--- src/rps_lane_swap.sv ---
`timescale 1ns/1ns
package rps_pkg;
  localparam int          BUS_AW        = 5;
  localparam logic [4:0]  OFS_PTR_LOW   = 5'h00;
  localparam logic [4:0]  OFS_PTR_HIGH  = 5'h04;
  localparam logic [4:0]  OFS_IND_SEL   = 5'h08;
  localparam logic [4:0]  OFS_IND_DATA  = 5'h0c;
  localparam logic [4:0]  OFS_CONTROL   = 5'h10;
  localparam int          CTL_WIDE_BIT  = 0;
  localparam int          SEL_W         = 3;
  localparam int          HIGH_W        = 3;
  localparam int          RAM_AW        = 11;
  localparam logic [6:0]  PTR_LOW_RST   = 7'h00;
  localparam logic [2:0]  PTR_HIGH_RST  = 3'h0;
  localparam logic [2:0]  IND_SEL_RST   = 3'h0;
  localparam logic        WIDE_RST      = 1'b0;

  typedef enum logic [2:0] {
    RPS_SEL_TENT_ID,
    RPS_SEL_NODE_ID,
    RPS_SEL_SETUP1,
    RPS_SEL_NEXT_ID,
    RPS_SEL_SETUP2,
    RPS_SEL_BUS_CTRL,
    RPS_SEL_DMA_COUNT,
    RPS_SEL_RESERVED
  } rps_sel_e;

  typedef struct packed {
    logic [7:0] upper;
    logic [7:0] lower;
  } rps_lanes_s;

  typedef struct packed {
    logic [7:0] odd;
    logic [7:0] even;
  } rps_bytes_s;

  function automatic logic rps_even_on_upper(input logic dir_mode, input logic swap);
    // Strobe mode: swap 0 puts odd on upper; dir/ds mode: swap 0 puts even on upper
    return dir_mode ^ swap;
  endfunction
endpackage

module rps_lane_swap
  import rps_pkg::*;
(
  // Mode
  input  wire logic       dir_mode,
  input  wire logic       swap,
  // Memory to bus
  input  wire rps_bytes_s mem_bytes,
  output rps_lanes_s      bus_lanes,
  // Bus to memory
  input  wire rps_lanes_s host_lanes,
  output rps_bytes_s      host_bytes
);
  wire even_up = rps_even_on_upper(dir_mode, swap);

  assign bus_lanes.upper  = even_up ? mem_bytes.even : mem_bytes.odd;
  assign bus_lanes.lower  = even_up ? mem_bytes.odd  : mem_bytes.even;
  assign host_bytes.even  = even_up ? host_lanes.upper : host_lanes.lower;
  assign host_bytes.odd   = even_up ? host_lanes.lower : host_lanes.upper;
endmodule

--- src/rps_ptr_subaddr.sv ---
// Local design decisions: the placing of the registers and the Avalon-MM register port.
`timescale 1ns/1ns
// Overview of operation
// - The pointer low register holds RAM address bits 7 to 0 with the wide bus disabled, and bits 7 to 1 with it enabled.
// - With the wide bus enabled, pointer low bit 0 acts as the byte-swap control, not an address bit.
// - The byte-swap control is left uninitialised by reset; until pointer low is written, RAM address bit 0, the pointer low read and the lane mapping depend on it.
// - The swap setting steers byte lanes for both processor and DMA cycles alike.
// - Strobe mode swap 0 puts odd on upper lane, dir/ds mode swap 0 puts even on upper, swap 1 reverses.
// - The three-bit select field picks which indirect register the address 07 window reaches.
// - Select codes map tentative ID, node ID, setup one, next ID, setup two, bus control, DMA count, reserved.
// - RAM address bits 10 to 8 come from the pointer high bits and join the low byte into 11 bits.
module rps_ptr_subaddr
  import rps_pkg::*;
(
  // Clock and reset
  input  wire logic              clk,
  input  wire logic              rst_b,
  // Avalon-MM slave
  input  wire logic [BUS_AW-1:0] address,
  input  wire logic              read,
  input  wire logic              write,
  input  wire logic [31:0]       writedata,
  output logic      [31:0]       readdata,
  output logic                   waitrequest,
  // Host interface mode pin
  input  wire logic              dir_mode_pin,
  // RAM side
  output logic      [RAM_AW-1:0] ram_addr,
  output logic                   wide_bus_enable,
  input  wire rps_bytes_s        mem_bytes,
  output rps_lanes_s             bus_lanes,
  input  wire rps_lanes_s        host_lanes,
  output rps_bytes_s             host_bytes,
  // Indirect register window
  output rps_sel_e               ind_sel,
  output logic                   ind_wr,
  output logic                   ind_rd,
  output logic      [7:0]        ind_wdata,
  input  wire logic [7:0]        ind_rdata
);
  logic [7:1]        ptr_low_hi;
  logic              swap_bit;
  logic [HIGH_W-1:0] ram_addr_high_bits;
  logic              ack;
  logic              dir_meta;
  logic              dir_mode;
  rps_lanes_s        next_lanes;
  rps_bytes_s        next_bytes;

  wire       req        = (read | write) & ~ack;
  wire       hit_low    = address == OFS_PTR_LOW;
  wire       hit_high   = address == OFS_PTR_HIGH;
  wire       hit_sel    = address == OFS_IND_SEL;
  wire       hit_data   = address == OFS_IND_DATA;
  wire       hit_ctl    = address == OFS_CONTROL;
  wire       sel_live   = ind_sel != RPS_SEL_RESERVED;
  wire       wr_take    = write & req;
  wire [7:0] ram_addr_low_bits = {ptr_low_hi, swap_bit};

  assign waitrequest = (read | write) & ~ack;
  assign ind_wr      = wr_take & hit_data & sel_live;
  assign ind_rd      = read & req & hit_data & sel_live;
  assign ind_wdata   = writedata[7:0];
  // Word access in wide mode: bit 0 is no longer part of the address
  assign ram_addr    = {ram_addr_high_bits, ram_addr_low_bits[7:1],
                        ram_addr_low_bits[0] & ~wide_bus_enable};

  wire [7:0] rd_mux =
      hit_low  ? ram_addr_low_bits :
      hit_high ? {5'h00, ram_addr_high_bits} :
      hit_sel  ? {5'h00, ind_sel} :
      (hit_data & sel_live) ? ind_rdata :
      hit_ctl  ? {7'h00, wide_bus_enable} : 8'h00;

  always_ff @(posedge clk) begin
    dir_meta <= dir_mode_pin;
    dir_mode <= dir_meta;
  end

  always_ff @(posedge clk) begin
    if (!rst_b) begin
      ack <= 1'b0;
      readdata <= 32'h0;
    end else begin
      ack <= req;
      if (read & req) begin
        readdata <= {24'h000000, rd_mux};
      end
    end
  end

  always_ff @(posedge clk) begin
    if (!rst_b) begin
      ptr_low_hi <= PTR_LOW_RST;
      ram_addr_high_bits <= PTR_HIGH_RST;
      ind_sel <= rps_sel_e'(IND_SEL_RST);
      wide_bus_enable <= WIDE_RST;
    end else if (wr_take) begin
      if (hit_low) begin
        ptr_low_hi <= writedata[7:1];
      end
      if (hit_high) begin
        ram_addr_high_bits <= writedata[HIGH_W-1:0];
      end
      if (hit_sel) begin
        ind_sel <= rps_sel_e'(writedata[SEL_W-1:0]);
      end
      if (hit_ctl) begin
        wide_bus_enable <= writedata[CTL_WIDE_BIT];
      end
    end
  end

  // Swap bit deliberately outside reset
  always_ff @(posedge clk) begin
    if (wr_take & hit_low) begin
      swap_bit <= writedata[0];
    end
  end

  // One lane mapping shared by processor and DMA cycles
  rps_lane_swap u_swap (
    .dir_mode   (dir_mode),
    .swap       (swap_bit),
    .mem_bytes  (mem_bytes),
    .bus_lanes  (next_lanes),
    .host_lanes (host_lanes),
    .host_bytes (next_bytes)
  );

  always_ff @(posedge clk) begin
    if (!rst_b) begin
      bus_lanes <= '0;
      host_bytes <= '0;
    end else begin
      bus_lanes <= next_lanes;
      host_bytes <= next_bytes;
    end
  end
endmodule

--- config.mk ---
export PLATFORM = sky130hd
export DESIGN_NAME = rps_ptr_subaddr
export DESIGN_NICKNAME = d
export VERILOG_FILES = /design/src/rps_lane_swap.sv /design/src/rps_ptr_subaddr.sv
export SDC_FILE = /design/constraint.sdc
export NUM_CORES = 1
export LEC_CHECK = 0
export ABC_CLOCK_PERIOD_IN_PS = 2500
export BUFFER_PORTS_ARGS = -buffer_cell sky130_fd_sc_hd__clkbuf_2
export CAP_MARGIN = 0
export CORE_MARGIN = 4
export CORE_UTILIZATION = 32
export CTS_BUF_LIST = sky130_fd_sc_hd__clkbuf_16
export DETAILED_ROUTE_END_ITERATION = 10
export HOLD_SLACK_MARGIN = 0.02
export PLACE_DENSITY = 0.67
export SKIP_LAST_GASP = 1
export SYNTH_ARGS = -nofsm -noshare
export SYNTH_HDL_FRONTEND = slang
export SYNTH_SLANG_ARGS = --single-unit
--- constraint.sdc ---
create_clock -name clk -period 2.5 [get_ports clk]
set_clock_uncertainty 0.2 [all_clocks]
set_input_delay 0.5 -clock clk [delete_from_list [all_inputs] [get_ports clk]]
set_output_delay 0.5 -clock clk [all_outputs]
set_load 0.05 [all_outputs]
==> impl_metrics.tcl, run 1 <==
set metrics [dict create \
    wirelength_um 6495 \
    worstSetupPathDepth 5 \
    maxSlewHeadroom_pct 42.89 \
    portBuffers 123 \
    cp_max_fo 5 \
    cpMostUsedCell "clkbuf_2" \
    path_cells "clkbuf_2 > nor3_1 > and4_1 > and2_1 > clkbuf_2" \
    rsz0062_at_grt "no" \
    cts_resized 0 \
    crit_family "simple AND/OR/NAND/NOR gates" \
    nets 488 \
    synth.cell_area_mm2 0.002562 \
    post_drt_wl_per_cell_um 12.69 \
    path_clk_slew_ps 50 \
    synth_warnings 0 \
    crit_path_top_delay_cell "and4_1" \
    crit_arrival_ps 1610 \
    holdPathEnd "dir_meta$_DFF_P_" \
    crit_required_ps 1800 \
    post-route-worst-setup-slack_ps 192.0 \
    reg2regPathDepth 5 \
    dr.pass1.iters 4 \
    antenna_cells 0 \
    min_from "dir_mode_pin" \
    pre_cts_ws_ps 174.0 \
    final_cell_mix "clkbuf_2 (123), nand2_1 (65), dfxtp_1 (57)" \
    max_freq_ghz 0.4333 \
    maxSlewViolCount 0 \
    utilization_pct 43.94 \
    leakage_uw 0.001655 \
    drt_iter0_drc 30 \
    gr-usage-met2_pct 21.35 \
    critical_path.startpoint "address[4]" \
    cts_tree "done" \
    cts_htree_levels 3 \
    final_common_cell "clkbuf_2" \
    cap_violations 0 \
    min-delay-path-class "primary input to register" \
    worstReg2RegEnd "ptr_low_hi[4]$_SDFFE_PN0P_" \
    grt_pass1_vias 2208 \
    ys_seq_area_share_pct 45.70 \
    netlist_top_cells_area "dfxtp_1 (45%), buf_4 (9.7%), nand2_1 (9.5%)" \
    ys_seq_elements 58 \
    ant_nets 0 \
    synth_top_area_cell "dfxtp_1" \
    cts_setup_buffers 0 \
    clock_latency_ps 310 \
    antenna_found_initial 0 \
    worstMarginPinSlew_ps 856.6 \
    area_growth_pct 33.20 \
    power.density_mw_per_mm2 735.4 \
    cts_sinks 58 \
    via_count 2272 \
    syn_inst 289 \
    worstSetupPathType "primary input to output pin" \
    root_buffer "clkbuf_16" \
    hold_viol_final 0 \
    grt_max_degree 56 \
    tns_ps 0 \
    post-route-min-period_ps 2308 \
    start_util_pct 32.99 \
    ys_types 29 \
    drive_above_1_share_pct 36.10 \
    grt_pass1_wl_um 10410 \
    place.gp.congestion 0.7675 \
    cp.buffers_inverters 2 \
    hold_depth 1 \
    whs_ps 89.00 \
    grt_use_met3_pct 5.456 \
    via_per_inst 4.438 \
    max_stage_delay_ps 310 \
    place_hpwl_um 5027 \
    ctsHoldBuffers 0 \
    outcome "complete, no violations" \
    cts_made_buffers 9 \
    die_w_um 97.49 \
    grt_busiest_layer "met2" \
    synth_top_area_share_pct 44.53 \
    grtUsageMet1_pct 16.36 \
    worstSetupEndpointType "output pin" \
    clk_path_buf_depth 2 \
    synth.avg_cell_area_um2 8.867 \
    critPathLaunchType "primary input" \
    setup_viol 0 \
    fin_crit_sh_pct 92.32 \
    dieArea_mm2 0.009503 \
    gr-total-overflow 0 \
    r2r_setup_slack_ps 780 \
    track_usage_pct 13.57 \
    ir_drop_mv 0.3013 \
    die_h_um 97.49 \
    rows 32 \
    reg2reg_from "ack$_SDFF_PN0_" \
    coreArea_mm2 0.007767 \
    ioPinCount 172 \
    drc 0 \
]
registers in the layout, summed over array words and instances (netlist names):
signal / cells
dir_mode: 1
wide_bus_enable: 1
ram_addr_high_bits: 3
ind_sel: 3
dir_meta: 1
bus_lanes: 16
host_bytes: 16
ptr_low_hi: 7
readdata: 8
ack: 1
swap_bit: 1
worst register-to-register path, cell delays in order, from the launching register on:
cell	delay, ps
dfxtp_1	330
nor2b_1	270
nor3b_1	310
buf_4	240
mux2i_1	210
nor2b_1	60
worst max path at each step:
stage	slack, ps	endpoint
after floorplan	120	ind_rd
after global placement	170	ind_rd
final	190	ind_rd
after detailed placement	170	ind_rd
after CTS	170	ind_rd
after global routing	70	ind_rd
layout make-up:
type                            count  area, µm²
Multi-Input combinational cell    206       1187
Timing Repair Buffer              131      675.6
Fill cell                         795       4354
Clock inverter                      6      26.28
Sequential cell                    58       1171
Clock buffer                        9      225.2
Tap cell                          102      127.6
kinds of logic after synthesis:
| group | count (synthesis) | share of synthesized area, % |
|---|---|---|
| AO/OA/AOI/OAI | 54 | 15.58 |
| buffers and inverters | 48 | 11.91 |
| XOR/XNOR | 2 | 0.6837 |
| multiplexers | 15 | 5.908 |
| flip-flops | 58 | 45.70 |
| AND/OR/NAND/NOR | 111 | 20.07 |
| other | 1 | 0.1463 |
cells in the mapped netlist:
master and count:
o21ai_0 8, mux2i_1 14, conb_1 1, a2111oi_0 2
nor2b_1 21, nand3_1 3, buf_2 1, a22o_1 1
nand2_1 65, and2_1 3, o2bb2ai_1 2, a221oi_1 8
xor2_1 1, buf_4 33, a21boi_0 32, a21oi_1 1
clkbuf_1 14, and4_1 1, nor3_1 3, mux2_2 1
nand2b_1 1, nor2_1 10, edfxtp_1 1, or4_4 1
dfxtp_1 57, and4bb_2 1, nor3b_1 1, xnor2_1 1
nor4_1 1
metal layers:
| metal | wire (µm) | vias to the layer above | share of wire [%] |
|---|---|---|---|
| li1 | - | 1152 | - |
| met1 | 2813 | 1004 | 43 |
| met2 | 2918 | 110 | 45 |
| met3 | 695 | 6 | 11 |
| met4 | 68 | 0 | 1.0 |
| met5 | 0 | - | 0 |
report_power, final:
part           total, µW  switching [µW]  leakage, µW  internal (µW)
registers            994            17.6     0.000479            976
clock network       1020             374     0.000131            645
logic                497             380      0.00105            117
through the flow:
stage,power [µW],instance area (µm²),std cells
after floorplan,1411,2649,312
after global placement,1508,3162,497
after detailed placement,1513,3162,497
after CTS,2543,3413,512
after global routing,2630,3413,512
final,2510,3413,512
Power figures use the tool's default switching activity.
==> run 2, diff against run 1 <==
CORE_UTILIZATION = 42   (was 32)
PLACE_DENSITY = 0.84   (was 0.67)
==> impl_metrics.tcl, run 2 (synthesized netlist as in run 1, its figures left out) <==
set metrics [dict create \
    track_usage_pct 17.02 \
    place_hpwl_um 4746 \
    cap_violations 0 \
    outcome "complete, no violations" \
    grt_use_met3_pct 6.724 \
    grtUsageMet1_pct 20.94 \
    drive_above_1_share_pct 36.50 \
    dr.pass1.iters 4 \
    tns_ps 0 \
    finalNonFillerCells 486 \
    cts_htree_levels 3 \
    final_common_cell "clkbuf_2" \
    drt_iter0_drc 72 \
    reg2regPathDepth 5 \
    min_from "dir_mode_pin" \
    portBuffers 123 \
    antenna_cells 0 \
    critPathLaunchType "primary input" \
    fin_crit_sh_pct 93.80 \
    die_w_um 86.11 \
    area_growth_pct 35.06 \
    via_per_inst 4.782 \
    cts_tree "done" \
    nets 488 \
    maxSlewViolCount 0 \
    worstMarginPinSlew_ps 826.7 \
    die_h_um 86.11 \
    hold_depth 1 \
    crit_required_ps 1800 \
    clk_path_buf_depth 2 \
    antenna_found_initial 0 \
    ctsHoldBuffers 0 \
    clock_latency_ps 310 \
    grt_pass1_wl_um 10050 \
    drc 0 \
    maxSlewHeadroom_pct 44.89 \
    cts_resized 0 \
    ir_drop_mv 0.5967 \
    holdPathEnd "dir_meta$_DFF_P_" \
    gr-usage-met2_pct 27.61 \
    max_freq_ghz 0.4264 \
    post_drt_wl_per_cell_um 13.14 \
    wirelength_um 6386 \
    worstSetupPathType "primary input to output pin" \
    fillers 504 \
    worstSetupEndpointType "output pin" \
    power.density_mw_per_mm2 821.8 \
    cp_max_fo 5 \
    worstReg2RegEnd "ptr_low_hi[1]$_SDFFE_PN0P_" \
    dp.cells 470 \
    coreArea_mm2 0.005921 \
    hold_viol_final 0 \
    setup_viol 0 \
    dieArea_mm2 0.007415 \
    root_buffer "clkbuf_16" \
    cts_sinks 58 \
    cts_setup_buffers 0 \
    via_count 2324 \
    place.gp.congestion 0.7905 \
    grt_max_degree 56 \
    path_clk_slew_ps 50 \
    ioPinCount 172 \
    min-delay-path-class "primary input to register" \
    grt_pass1_vias 2145 \
    r2r_setup_slack_ps 770 \
    gr-total-overflow 0 \
    reg_top3 "bus_lanes (16), host_bytes (16), readdata (8)" \
    leakage_uw 0.001689 \
    reg2reg_from "ack$_SDFF_PN0_" \
    whs_ps 88.23 \
    post-route-min-period_ps 2345 \
    final_cell_mix "clkbuf_2 (123), nand2_1 (65), dfxtp_1 (57)" \
    ant_nets 0 \
    rows 28 \
    grt_busiest_layer "met2" \
    rsz0062_at_grt "no" \
    start_util_pct 43.28 \
    cts_made_buffers 9 \
    crit_arrival_ps 1650 \
]
## run 2: worst max-delay path, cell delays in order
cell      delay (ps)
clkbuf_2         110
nor3_1           260
and4_1           340
and2_1           160
clkbuf_2         270
## run 2: per-stage QoR
stage               cell area (µm²)  power (µW)  setup WS [ps]  util, %
finish                         3461        2844          154.9    58.45
global placement               3128        1503          142.0    52.83
detailed placement             3128        1511          134.7    52.83
global route                   3461        2965          30.27    58.45
floorplan                      2649        1411          124.5        -
CTS                            3461        2881          137.1    58.45
## run 2: power breakdown
group	switching, µW	internal (µW)
combinational	383	117
sequential	18.3	976
clock	389	960
## run 2: final cells by class
class | count | area, µm² | area share, %
Multi-Input combinational cell | 206 | 1187 | 34.31
Sequential cell | 58 | 1171 | 33.84
Timing Repair Buffer | 131 | 675.6 | 19.52
Clock buffer | 9 | 225.2 | 6.508
Clock inverter | 7 | 107.6 | 3.109
Tap cell | 75 | 93.84 | 2.711
## run 2: per-layer routing
layer | share of wire (%) | up-vias | wire, µm
li1 | - | 1149 | -
met4 | 1.2 | 0 | 76
met3 | 12 | 7 | 769
met5 | 0 | - | 0
met1 | 41 | 1044 | 2625
met2 | 46 | 124 | 2914
## run 2: how the worst max path moves through the flow
stage	end	slack [ps]	start	depth (start not counted)
after floorplan	ind_rd	120	address[4]	4
after global placement	ind_rd	140	address[4]	5
after detailed placement	ind_rd	130	address[4]	5
after CTS	ind_rd	140	address[4]	5
after global routing	ind_rd	30	address[4]	5
final	ind_rd	150	address[4]	5
